$ cat src/include/ppsh_pkg.sv
package ppsh_pkg;
  // ****************************************************
  // pad groups and their place in the synchronised vector
  // ****************************************************
  localparam int M_W = 3;
  localparam int L_W = 2;
  localparam int K_W = 8;
  localparam int J_W = 8;
  localparam int I_W = 6;
  localparam int M_LSB = 0;
  localparam int L_LSB = M_LSB + M_W;
  localparam int K_LSB = L_LSB + L_W;
  localparam int J_LSB = K_LSB + K_W;
  localparam int I_LSB = J_LSB + J_W;
  localparam int PAD_TOTAL = I_LSB + I_W;
  // ****************************************************
  // pin roles inside the groups
  // ****************************************************
  localparam int M_RX_BIT = 0;
  localparam int M_TX_BIT = 1;
  localparam int M_SCK_BIT = 2;
  localparam int L_SDA_BIT = 0;
  localparam int L_SCL_BIT = 1;
  localparam int K_FRCLK_BIT = 6;
  localparam int K_CONV_BIT = 7;
  localparam int IRQ_W = K_W + J_W;
  localparam int TRG_W = 3;
  localparam int ASYNC_CH = 2;
  localparam int ASYNC_PINS = 3;
  localparam int ASYNC_RX_OFS = 0;
  localparam int ASYNC_TX_OFS = 1;
  localparam int ASYNC_CLK_OFS = 2;
  // ****************************************************
  // reset values and open drain drive level
  // ****************************************************
  localparam logic PAD_OUT_RST = 1'b0;
  localparam logic PAD_OE_N_RST = 1'b1;
  localparam logic OD_LEVEL = 1'b0;
  localparam logic SYNC_RST = 1'b0;
endpackage

$ cat src/core/ppsh_pin_sharing.sv
`timescale 1ns/1ps
module ppsh_pin_sharing (
  input wire logic clk_sys_in,
  input wire logic rstn_in,
  input wire logic [ppsh_pkg::M_W-1:0] port_group_m_pad_in,
  output logic [ppsh_pkg::M_W-1:0] port_group_m_pad_out,
  output logic [ppsh_pkg::M_W-1:0] port_group_m_pad_oe_n_out,
  input wire logic [ppsh_pkg::L_W-1:0] port_group_l_pad_in,
  output logic [ppsh_pkg::L_W-1:0] port_group_l_pad_out,
  output logic [ppsh_pkg::L_W-1:0] port_group_l_pad_oe_n_out,
  input wire logic [ppsh_pkg::K_W-1:0] port_group_k_pad_in,
  output logic [ppsh_pkg::K_W-1:0] port_group_k_pad_out,
  output logic [ppsh_pkg::K_W-1:0] port_group_k_pad_oe_n_out,
  input wire logic [ppsh_pkg::J_W-1:0] port_group_j_pad_in,
  output logic [ppsh_pkg::J_W-1:0] port_group_j_pad_out,
  output logic [ppsh_pkg::J_W-1:0] port_group_j_pad_oe_n_out,
  input wire logic [ppsh_pkg::I_W-1:0] port_group_i_pad_in,
  output logic [ppsh_pkg::I_W-1:0] port_group_i_pad_out,
  output logic [ppsh_pkg::I_W-1:0] port_group_i_pad_oe_n_out,
  input wire logic [ppsh_pkg::M_W-1:0] port_group_m_data_in,
  input wire logic [ppsh_pkg::M_W-1:0] port_group_m_dir_in,
  input wire logic [ppsh_pkg::L_W-1:0] port_group_l_data_in,
  input wire logic [ppsh_pkg::L_W-1:0] port_group_l_dir_in,
  input wire logic [ppsh_pkg::K_W-1:0] port_group_k_data_in,
  input wire logic [ppsh_pkg::K_W-1:0] port_group_k_dir_in,
  input wire logic [ppsh_pkg::J_W-1:0] port_group_j_data_in,
  input wire logic [ppsh_pkg::J_W-1:0] port_group_j_dir_in,
  input wire logic [ppsh_pkg::I_W-1:0] port_group_i_data_in,
  input wire logic [ppsh_pkg::I_W-1:0] port_group_i_dir_in,
  output logic [ppsh_pkg::PAD_TOTAL-1:0] port_pad_level_out,
  input wire logic sync_serial_rx_en_in,
  input wire logic sync_serial_tx_en_in,
  input wire logic sync_serial_tx_data_in,
  input wire logic sync_serial_ext_clk_mode_in,
  input wire logic sync_serial_clk_oe_in,
  input wire logic sync_serial_clk_drive_in,
  output logic sync_serial_rx_out,
  output logic sync_serial_shift_clock_out,
  input wire logic updown_counter_en_in,
  output logic updown_counter_phase_a_out,
  output logic updown_counter_phase_b_out,
  output logic updown_counter_zero_out,
  input wire logic [ppsh_pkg::TRG_W-1:0] pulse_gen_trig_en_in,
  output logic [ppsh_pkg::TRG_W-1:0] pulse_gen_ext_trigger_out,
  input wire logic two_wire_en_in,
  input wire logic two_wire_sda_low_in,
  input wire logic two_wire_scl_low_in,
  output logic two_wire_sda_out,
  output logic two_wire_scl_out,
  input wire logic [ppsh_pkg::IRQ_W-1:0] ext_irq_en_in,
  output logic [ppsh_pkg::IRQ_W-1:0] ext_interrupt_inputs_out,
  input wire logic freerun_ext_clk_sel_in,
  output logic freerun_ext_clock_out,
  input wire logic converter_trig_sel_in,
  output logic converter_ext_trigger_out,
  input wire logic [ppsh_pkg::ASYNC_CH-1:0] async_serial_tx_en_in,
  input wire logic [ppsh_pkg::ASYNC_CH-1:0] async_serial_tx_data_in,
  input wire logic [ppsh_pkg::ASYNC_CH-1:0] async_serial_clk_oe_in,
  input wire logic [ppsh_pkg::ASYNC_CH-1:0] async_serial_clk_drive_in,
  input wire logic [ppsh_pkg::ASYNC_CH-1:0] async_serial_ext_clk_in,
  output logic [ppsh_pkg::ASYNC_CH-1:0] async_serial_rx_data_out,
  output logic [ppsh_pkg::ASYNC_CH-1:0] async_serial_clock_pin_out
);
  // ****************************************************
  // pad sampling
  // ****************************************************
  logic [ppsh_pkg::PAD_TOTAL-1:0] pad_raw;
  logic [ppsh_pkg::PAD_TOTAL-1:0] pad_sync;
  logic [ppsh_pkg::M_W-1:0] m_sync;
  logic [ppsh_pkg::L_W-1:0] l_sync;
  logic [ppsh_pkg::K_W-1:0] k_sync;
  logic [ppsh_pkg::J_W-1:0] j_sync;
  logic [ppsh_pkg::I_W-1:0] i_sync;

  assign pad_raw = {port_group_i_pad_in, port_group_j_pad_in, port_group_k_pad_in,
                    port_group_l_pad_in, port_group_m_pad_in};

  ppsh_sync2 #(.W(ppsh_pkg::PAD_TOTAL)) ppsh_sync2_i (
    .clk_sys_in(clk_sys_in),
    .rstn_in(rstn_in),
    .async_in(pad_raw),
    .sync_out(pad_sync)
  );

  assign m_sync = pad_sync[ppsh_pkg::M_LSB +: ppsh_pkg::M_W];
  assign l_sync = pad_sync[ppsh_pkg::L_LSB +: ppsh_pkg::L_W];
  assign k_sync = pad_sync[ppsh_pkg::K_LSB +: ppsh_pkg::K_W];
  assign j_sync = pad_sync[ppsh_pkg::J_LSB +: ppsh_pkg::J_W];
  assign i_sync = pad_sync[ppsh_pkg::I_LSB +: ppsh_pkg::I_W];

  // ****************************************************
  // pad drive decode, result is {out, oe_n}
  // ****************************************************
  function automatic logic [1:0] pad_drive(input logic drive, input logic drv_val,
                                           input logic claim_in, input logic data,
                                           input logic dir);
    logic [1:0] res;
    if (drive) begin
      res = {drv_val, 1'b0};
    end else if (claim_in) begin
      res = {ppsh_pkg::PAD_OUT_RST, 1'b1};
    end else begin
      res = {data, ~dir};
    end
    return res;
  endfunction

  function automatic logic [1:0] od_drive(input logic pull_low);
    return {ppsh_pkg::OD_LEVEL, ~pull_low};
  endfunction

  // ****************************************************
  // async serial channels
  // ****************************************************
  logic [ppsh_pkg::I_W-1:0] i_out_w;
  logic [ppsh_pkg::I_W-1:0] i_oe_n_w;
  logic [ppsh_pkg::ASYNC_CH-1:0] a_rx_w;
  logic [ppsh_pkg::ASYNC_CH-1:0] a_clk_w;

  for (genvar c = 0; c < ppsh_pkg::ASYNC_CH; c++) begin : g_async
    localparam int RX = c * ppsh_pkg::ASYNC_PINS + ppsh_pkg::ASYNC_RX_OFS;
    localparam int TX = c * ppsh_pkg::ASYNC_PINS + ppsh_pkg::ASYNC_TX_OFS;
    localparam int CK = c * ppsh_pkg::ASYNC_PINS + ppsh_pkg::ASYNC_CLK_OFS;
    // rx pin stays a port pin, software keeps its driver off
    assign {i_out_w[RX], i_oe_n_w[RX]} = pad_drive(1'b0, 1'b0, 1'b0,
                                         port_group_i_data_in[RX], port_group_i_dir_in[RX]);
    assign {i_out_w[TX], i_oe_n_w[TX]} = pad_drive(async_serial_tx_en_in[c],
                                         async_serial_tx_data_in[c], 1'b0,
                                         port_group_i_data_in[TX], port_group_i_dir_in[TX]);
    assign {i_out_w[CK], i_oe_n_w[CK]} = pad_drive(async_serial_clk_oe_in[c],
                                         async_serial_clk_drive_in[c],
                                         async_serial_ext_clk_in[c],
                                         port_group_i_data_in[CK], port_group_i_dir_in[CK]);
    assign a_rx_w[c] = i_sync[RX];
    assign a_clk_w[c] = async_serial_ext_clk_in[c] & i_sync[CK];
  end

  // ****************************************************
  // next values
  // ****************************************************
  logic [ppsh_pkg::M_W-1:0] nxt_m_out, nxt_m_oe_n;
  logic [ppsh_pkg::L_W-1:0] nxt_l_out, nxt_l_oe_n;
  logic [ppsh_pkg::K_W-1:0] nxt_k_out, nxt_k_oe_n;
  logic [ppsh_pkg::J_W-1:0] nxt_j_out, nxt_j_oe_n;
  logic [ppsh_pkg::I_W-1:0] nxt_i_out, nxt_i_oe_n;
  logic nxt_ss_rx, nxt_ss_clk, nxt_ud_a, nxt_ud_b, nxt_ud_z;
  logic [ppsh_pkg::TRG_W-1:0] nxt_trg;
  logic nxt_sda, nxt_scl, nxt_frclk, nxt_conv;
  logic [ppsh_pkg::IRQ_W-1:0] nxt_irq;
  logic m_claim;

  always_comb begin
    m_claim = sync_serial_rx_en_in | updown_counter_en_in | (|pulse_gen_trig_en_in);
    {nxt_m_out[ppsh_pkg::M_RX_BIT], nxt_m_oe_n[ppsh_pkg::M_RX_BIT]} = pad_drive(1'b0, 1'b0,
      m_claim, port_group_m_data_in[ppsh_pkg::M_RX_BIT],
      port_group_m_dir_in[ppsh_pkg::M_RX_BIT]);
    {nxt_m_out[ppsh_pkg::M_TX_BIT], nxt_m_oe_n[ppsh_pkg::M_TX_BIT]} = pad_drive(
      sync_serial_tx_en_in, sync_serial_tx_data_in, m_claim,
      port_group_m_data_in[ppsh_pkg::M_TX_BIT],
      port_group_m_dir_in[ppsh_pkg::M_TX_BIT]);
    {nxt_m_out[ppsh_pkg::M_SCK_BIT], nxt_m_oe_n[ppsh_pkg::M_SCK_BIT]} = pad_drive(
      sync_serial_clk_oe_in, sync_serial_clk_drive_in,
      m_claim | sync_serial_ext_clk_mode_in, port_group_m_data_in[ppsh_pkg::M_SCK_BIT],
      port_group_m_dir_in[ppsh_pkg::M_SCK_BIT]);
    for (int b = 0; b < ppsh_pkg::L_W; b++) begin
      if (two_wire_en_in) begin
        {nxt_l_out[b], nxt_l_oe_n[b]} = od_drive(b == ppsh_pkg::L_SDA_BIT ?
                                        two_wire_sda_low_in : two_wire_scl_low_in);
      end else begin
        {nxt_l_out[b], nxt_l_oe_n[b]} = od_drive(port_group_l_dir_in[b] &
                                                 ~port_group_l_data_in[b]);
      end
    end
    nxt_k_out = port_group_k_data_in;
    nxt_k_oe_n = ~port_group_k_dir_in;
    nxt_j_out = port_group_j_data_in;
    nxt_j_oe_n = ~port_group_j_dir_in;
    nxt_i_out = i_out_w;
    nxt_i_oe_n = i_oe_n_w;
    nxt_ss_rx = sync_serial_rx_en_in & m_sync[ppsh_pkg::M_RX_BIT];
    nxt_ss_clk = sync_serial_ext_clk_mode_in & m_sync[ppsh_pkg::M_SCK_BIT];
    nxt_ud_a = updown_counter_en_in & m_sync[ppsh_pkg::M_RX_BIT];
    nxt_ud_b = updown_counter_en_in & m_sync[ppsh_pkg::M_TX_BIT];
    nxt_ud_z = updown_counter_en_in & m_sync[ppsh_pkg::M_SCK_BIT];
    nxt_trg = pulse_gen_trig_en_in & m_sync;
    nxt_sda = l_sync[ppsh_pkg::L_SDA_BIT];
    nxt_scl = l_sync[ppsh_pkg::L_SCL_BIT];
    nxt_irq = ext_irq_en_in & {j_sync, k_sync};
    nxt_frclk = freerun_ext_clk_sel_in & k_sync[ppsh_pkg::K_FRCLK_BIT];
    nxt_conv = converter_trig_sel_in & k_sync[ppsh_pkg::K_CONV_BIT];
  end

  // ****************************************************
  // output registers
  // ****************************************************
  always_ff @(posedge clk_sys_in or negedge rstn_in) begin
    if (!rstn_in) begin
      port_group_m_pad_out <= {ppsh_pkg::M_W{ppsh_pkg::PAD_OUT_RST}};
      port_group_m_pad_oe_n_out <= {ppsh_pkg::M_W{ppsh_pkg::PAD_OE_N_RST}};
      port_group_l_pad_out <= {ppsh_pkg::L_W{ppsh_pkg::PAD_OUT_RST}};
      port_group_l_pad_oe_n_out <= {ppsh_pkg::L_W{ppsh_pkg::PAD_OE_N_RST}};
      port_group_k_pad_out <= {ppsh_pkg::K_W{ppsh_pkg::PAD_OUT_RST}};
      port_group_k_pad_oe_n_out <= {ppsh_pkg::K_W{ppsh_pkg::PAD_OE_N_RST}};
      port_group_j_pad_out <= {ppsh_pkg::J_W{ppsh_pkg::PAD_OUT_RST}};
      port_group_j_pad_oe_n_out <= {ppsh_pkg::J_W{ppsh_pkg::PAD_OE_N_RST}};
      port_group_i_pad_out <= {ppsh_pkg::I_W{ppsh_pkg::PAD_OUT_RST}};
      port_group_i_pad_oe_n_out <= {ppsh_pkg::I_W{ppsh_pkg::PAD_OE_N_RST}};
      port_pad_level_out <= {ppsh_pkg::PAD_TOTAL{ppsh_pkg::SYNC_RST}};
      sync_serial_rx_out <= ppsh_pkg::SYNC_RST;
      sync_serial_shift_clock_out <= ppsh_pkg::SYNC_RST;
      updown_counter_phase_a_out <= ppsh_pkg::SYNC_RST;
      updown_counter_phase_b_out <= ppsh_pkg::SYNC_RST;
      updown_counter_zero_out <= ppsh_pkg::SYNC_RST;
      pulse_gen_ext_trigger_out <= {ppsh_pkg::TRG_W{ppsh_pkg::SYNC_RST}};
      two_wire_sda_out <= ppsh_pkg::SYNC_RST;
      two_wire_scl_out <= ppsh_pkg::SYNC_RST;
      ext_interrupt_inputs_out <= {ppsh_pkg::IRQ_W{ppsh_pkg::SYNC_RST}};
      freerun_ext_clock_out <= ppsh_pkg::SYNC_RST;
      converter_ext_trigger_out <= ppsh_pkg::SYNC_RST;
      async_serial_rx_data_out <= {ppsh_pkg::ASYNC_CH{ppsh_pkg::SYNC_RST}};
      async_serial_clock_pin_out <= {ppsh_pkg::ASYNC_CH{ppsh_pkg::SYNC_RST}};
    end else begin
      port_group_m_pad_out <= nxt_m_out;
      port_group_m_pad_oe_n_out <= nxt_m_oe_n;
      port_group_l_pad_out <= nxt_l_out;
      port_group_l_pad_oe_n_out <= nxt_l_oe_n;
      port_group_k_pad_out <= nxt_k_out;
      port_group_k_pad_oe_n_out <= nxt_k_oe_n;
      port_group_j_pad_out <= nxt_j_out;
      port_group_j_pad_oe_n_out <= nxt_j_oe_n;
      port_group_i_pad_out <= nxt_i_out;
      port_group_i_pad_oe_n_out <= nxt_i_oe_n;
      port_pad_level_out <= pad_sync;
      sync_serial_rx_out <= nxt_ss_rx;
      sync_serial_shift_clock_out <= nxt_ss_clk;
      updown_counter_phase_a_out <= nxt_ud_a;
      updown_counter_phase_b_out <= nxt_ud_b;
      updown_counter_zero_out <= nxt_ud_z;
      pulse_gen_ext_trigger_out <= nxt_trg;
      two_wire_sda_out <= nxt_sda;
      two_wire_scl_out <= nxt_scl;
      ext_interrupt_inputs_out <= nxt_irq;
      freerun_ext_clock_out <= nxt_frclk;
      converter_ext_trigger_out <= nxt_conv;
      async_serial_rx_data_out <= a_rx_w;
      async_serial_clock_pin_out <= a_clk_w;
    end
  end
endmodule

$ cat src/core/ppsh_sync2.sv
`timescale 1ns/1ps
module ppsh_sync2 #(
  parameter int W = 1
) (
  input wire logic clk_sys_in,
  input wire logic rstn_in,
  input wire logic [W-1:0] async_in,
  output logic [W-1:0] sync_out
);
  // ****************************************************
  // two stage synchroniser
  // ****************************************************
  logic [W-1:0] meta_ff;
  logic [W-1:0] sync_ff;
  logic [W-1:0] nxt_meta;
  logic [W-1:0] nxt_sync;

  always_comb begin
    nxt_meta = async_in;
    nxt_sync = meta_ff;
  end

  always_ff @(posedge clk_sys_in or negedge rstn_in) begin
    if (!rstn_in) begin
      meta_ff <= {W{ppsh_pkg::SYNC_RST}};
      sync_ff <= {W{ppsh_pkg::SYNC_RST}};
    end else begin
      meta_ff <= nxt_meta;
      sync_ff <= nxt_sync;
    end
  end

  assign sync_out = sync_ff;
endmodule

$ cat config.mk
export PLATFORM = sky130hd
export DESIGN_NAME = ppsh_pin_sharing
export DESIGN_NICKNAME = d
export VERILOG_FILES = /design/src/include/ppsh_pkg.sv /design/src/core/ppsh_pin_sharing.sv /design/src/core/ppsh_sync2.sv
export SDC_FILE = /design/constraint.sdc
export NUM_CORES = 1
export LEC_CHECK = 0
export BUFFER_PORTS_ARGS = -buffer_cell sky130_fd_sc_hd__buf_4
export CAP_MARGIN = 0
export CORE_MARGIN = 2
export CORE_UTILIZATION = 47
export CTS_CLUSTER_DIAMETER = 40
export DETAILED_ROUTE_END_ITERATION = 10
export HOLD_SLACK_MARGIN = 0.12
export PLACE_DENSITY = 0.88
export SYNTH_ARGS = -nofsm -noshare
export SYNTH_HDL_FRONTEND = slang
export SYNTH_SLANG_ARGS = --single-unit
$ cat constraint.sdc
create_clock -name clk_sys_in -period 1.1 [get_ports clk_sys_in]
set_input_delay 0.11 -clock clk_sys_in [delete_from_list [all_inputs] [get_ports clk_sys_in]]
set_output_delay 0.11 -clock clk_sys_in [all_outputs]
set_load 0.02 [all_outputs]
==> results.py <==
metrics = {
    "cells_and_area": {
        "fillCellCount": 208,
        "ff_latch_area_sq_um": 4060,
        "fin_util": 0.952,
        "multiInputGateArea_sq_um": 387,
        "finalNetCount": 757,
        "drive_gt1_frac": 0.478,
        "fin_cells": 779,
        "area_delta_synth_final_pct": 94.9,
    },
    "worst_setup_path": {
        "path_max_fanout": 1,
        "r2r_setup_slack_ns": 0.28,
        "worstSetupPathType": "reg -> out",
        "r2r_start": "ppsh_sync2_i.sync_out[2]",
        "rr_worst_depth": 1,
        "endpoint": "port_group_j_pad_oe_n_out[4]",
        "crit_chain": "buf_6",
        "worstPathArrival_ns": 1.21,
        "crit_path_end_kind": "output port",
        "cp_top_family": "flip-flops",
        "cp.required_ns": 0.99,
        "critPathMaxStageDelay_ns": 0.57,
        "r2r-end": "updown_counter_zero_out",
        "slowest_stage": "dfstp_2",
        "start_kind": "register",
        "crit_cells": 1,
        "crit_path_start": "port_group_j_pad_oe_n_out[4]",
        "path_buf_inv": 1,
    },
    "floorplanning": {
        "die_y_microns": 102,
        "die_x_microns": 102,
        "core-area_sq_um": 9330,
        "ioPinCount": 237,
        "die_area_sq_um": 10500,
        "initial_core_util": 0.488,
        "rows": 35,
    },
    "yosys": {
        "synth-seq-cells": 161,
        "synthTopCellsByArea": "dfrtp_1, dfstp_2, and2_1",
        "netlist.area_leader.share": 0.736,
        "yosysSeqAreaShare": 0.892,
        "synth_edf_count": 0,
        "synth.avg_cell_area_sq_um": 18.7,
        "async_flop_share": 1.00,
        "netlist_area_sq_um": 4550,
        "netlist_top_cells_count": "dfrtp_1, dfstp_2, and2_1",
        "dominantRegCellSynth": "dfrtp_1",
        "yosys.cell_types.count": 25,
        "synth_most_common_cell": "dfrtp_1",
        "yosysWarnings": 0,
        "yosys.area.top_type": "dfrtp_1",
        "postSynthCellCount": 243,
    },
    "clock_tree": {
        "clk_pin_slew_ns": 0.07,
        "clockRootBuffer": "clkbuf_8",
        "cts_made_buffers": 17,
        "clockBufferDepth": 2,
        "post_cts_buffers": 0,
        "cts_tree": "built",
        "cts_sinks": 161,
        "cts.htree.levels": 4,
        "clk-insertion-delay-late_ns": 0.51,
    },
    "grt": {
        "grt-ovfl-total": 0,
        "grt_pass1_wl_mm": 26.2,
        "grt_max_degree": 40,
        "antenna_found_initial": 3,
        "grtUsageTotal": 0.360,
        "grt_pass1_vias": 4446,
    },
    "pwr": {
        "pwr-share-seq": 0.446,
        "p_switching_mw": 3.94,
        "vdd_drop_max_mv": 1.45,
        "combPwrFrac": 0.137,
        "intPower_mw": 10.6,
        "pwr_density_cell_nw_per_um2": 1640,
        "clkPwrFrac": 0.417,
        "p_sw_frac": 0.270,
        "p_leak_nw": 4.31,
    },
    "sta": {
        "fin_ws_ns": -0.218,
        "period_share": 1.20,
        "clock.fmax_mhz": 759,
        "setup_viol_count_final": 115,
        "hold_violations": 1,
        "fin_skew_ns": 0.0143,
        "post-route-min-period_ns": 1.32,
        "hold_slack_ns": -0.00666,
        "maxSlewViolCount": 0,
        "rsz0062_at_grt": "yes",
    },
    "drt": {
        "drt-vias-per-instance": 5.42,
        "drc": 0,
        "drtAntennaViolNets": 0,
        "dr.pass1.iters": 5,
        "drt_iter0_markers": 234,
        "wl_per_cell_microns": 30.4,
        "routed_wl_mm": 23.7,
        "vias": 4220,
    },
    "placed_design": {
        "gp_congestion": 0.753,
        "io_buffer_count": 234,
        "dp_cells": 610,
        "pre_cts_slack_ns": 0.221,
        "hpwlAfterDp_mm": 7.77,
    },
    "run": {
        "maxCapViolCount": 0,
    },
    "status": {
        "status": "finished with violations",
        "violations": "hold timing, setup timing",
    },
    "min_path": {
        "hold_path_class": "in -> reg",
    },
}
## stage by stage
step                hold slack [ns]  power (mW)  TNS [ns]  area, sq um
global route                -0.0109        14.9    -12.88         8870
global placement             0.0317        7.67         0         6530
floorplan                    -0.186        6.84         0         4560
CTS                          0.0645        13.9     -9.29         8800
detailed placement           0.0365        7.73         0         6530
finish                     -0.00666        14.6     -9.12         8880
## logic make-up (layout without fill, tap and decap cells)
logic type	after synthesis	in the layout	synth area share
other cells	1	6	0.000824
flops	161	161	0.892
simple gates	42	42	0.0588
buf+inv	27	429	0.0272
mux	2	2	0.00495
compound gates	10	10	0.0159
## sequential cells by signal, summed over array words and instances (netlist names), 2 cells and up
signal	count
ppsh_sync2_i.meta_ff	27
ppsh_sync2_i.sync_out	27
port_pad_level_out	26
ext_interrupt_inputs_out	16
port_group_j_pad_oe_n_out	8
port_group_j_pad_out	8
port_group_k_pad_oe_n_out	8
port_group_k_pad_out	8
port_group_i_pad_oe_n_out	6
port_group_i_pad_out	6
port_group_m_pad_oe_n_out	3
port_group_m_pad_out	3
pulse_gen_ext_trigger_out	3
async_serial_clock_pin_out	2
port_group_l_pad_oe_n_out	2
## routing by layer
| layer | wire, microns | track usage |
|---|---|---|
| met2 | 11900 | 0.678 |
| met3 | 1880 | 0.0855 |
| met4 | 2530 | 0.212 |
| met1 | 7330 | 0.355 |
| met5 | 0 | 0 |
## cells in the final DEF (no fill, tap or decap), types with 2 or more instances in the layout
cell,netlist,layout
conb_1,1,2
and2_2,3,3
buf_12,0,2
inv_1,21,21
nor2_1,6,6
clkbuf_16,0,16
a21oi_1,3,3
bufinv_16,0,2
diode_2,0,4
dfrtp_1,134,134
buf_6,0,112
clkinvlp_4,0,5
buf_4,6,129
inv_8,0,2
dlygate4sd3_1,0,132
mux2_2,2,2
and2_1,25,25
inv_6,0,3
dfstp_2,27,27
## how the worst min path moves through the flow
| stage | slack, ns | cells after the start | startpoint | endpoint |
|---|---|---|---|---|
| floorplan | -0.19 | 0 | rstn_in | async_serial_clock_pin_out[0] |
| global placement | 0.03 | 1 | rstn_in | port_pad_level_out[12] |
| detailed placement | 0.04 | 1 | rstn_in | converter_ext_trigger_out |
| CTS | 0.06 | 2 | rstn_in | converter_ext_trigger_out |
| global route | -0.01 | 3 | updown_counter_en_in | port_group_m_pad_oe_n_out[2] |
| finish | -0.007 | 3 | updown_counter_en_in | port_group_m_pad_oe_n_out[2] |
## worst min-delay path, cell delays in order
cell	delay, ns
buf_4	0.11
nor3_4	0.06
a41oi_2	0.18
## power groups by stage
stage	Clock [mW]	Combinational (mW)	Sequential (mW)
after global routing	6.30	2.05	6.50
after global placement	0	1.22	6.45
after floorplan	0	0.119	6.72
final	6.07	1.99	6.49
after detailed placement	0	1.26	6.47
after CTS	5.70	1.76	6.41
## final cells by class
class | instances | share of cell area
multi-input cells | 56 | 0.0436
repair buffers | 376 | 0.406
flip-flops and latches | 161 | 0.458
clock inverters | 14 | 0.0175
inverters | 21 | 0.00888
well taps | 129 | 0.0182
clock buffers | 18 | 0.0471
diodes | 4 | 0.00113
## repair_timing
action                                 4_1_cts  5_1_grt
gates resized for setup                    111        3
setup endpoints to repair                  111      117
hold buffers                               128        9
pin swaps                                    0        0
endpoints found under the hold margin      268        9
No activity file was read; power rests on OpenSTA's default activity.
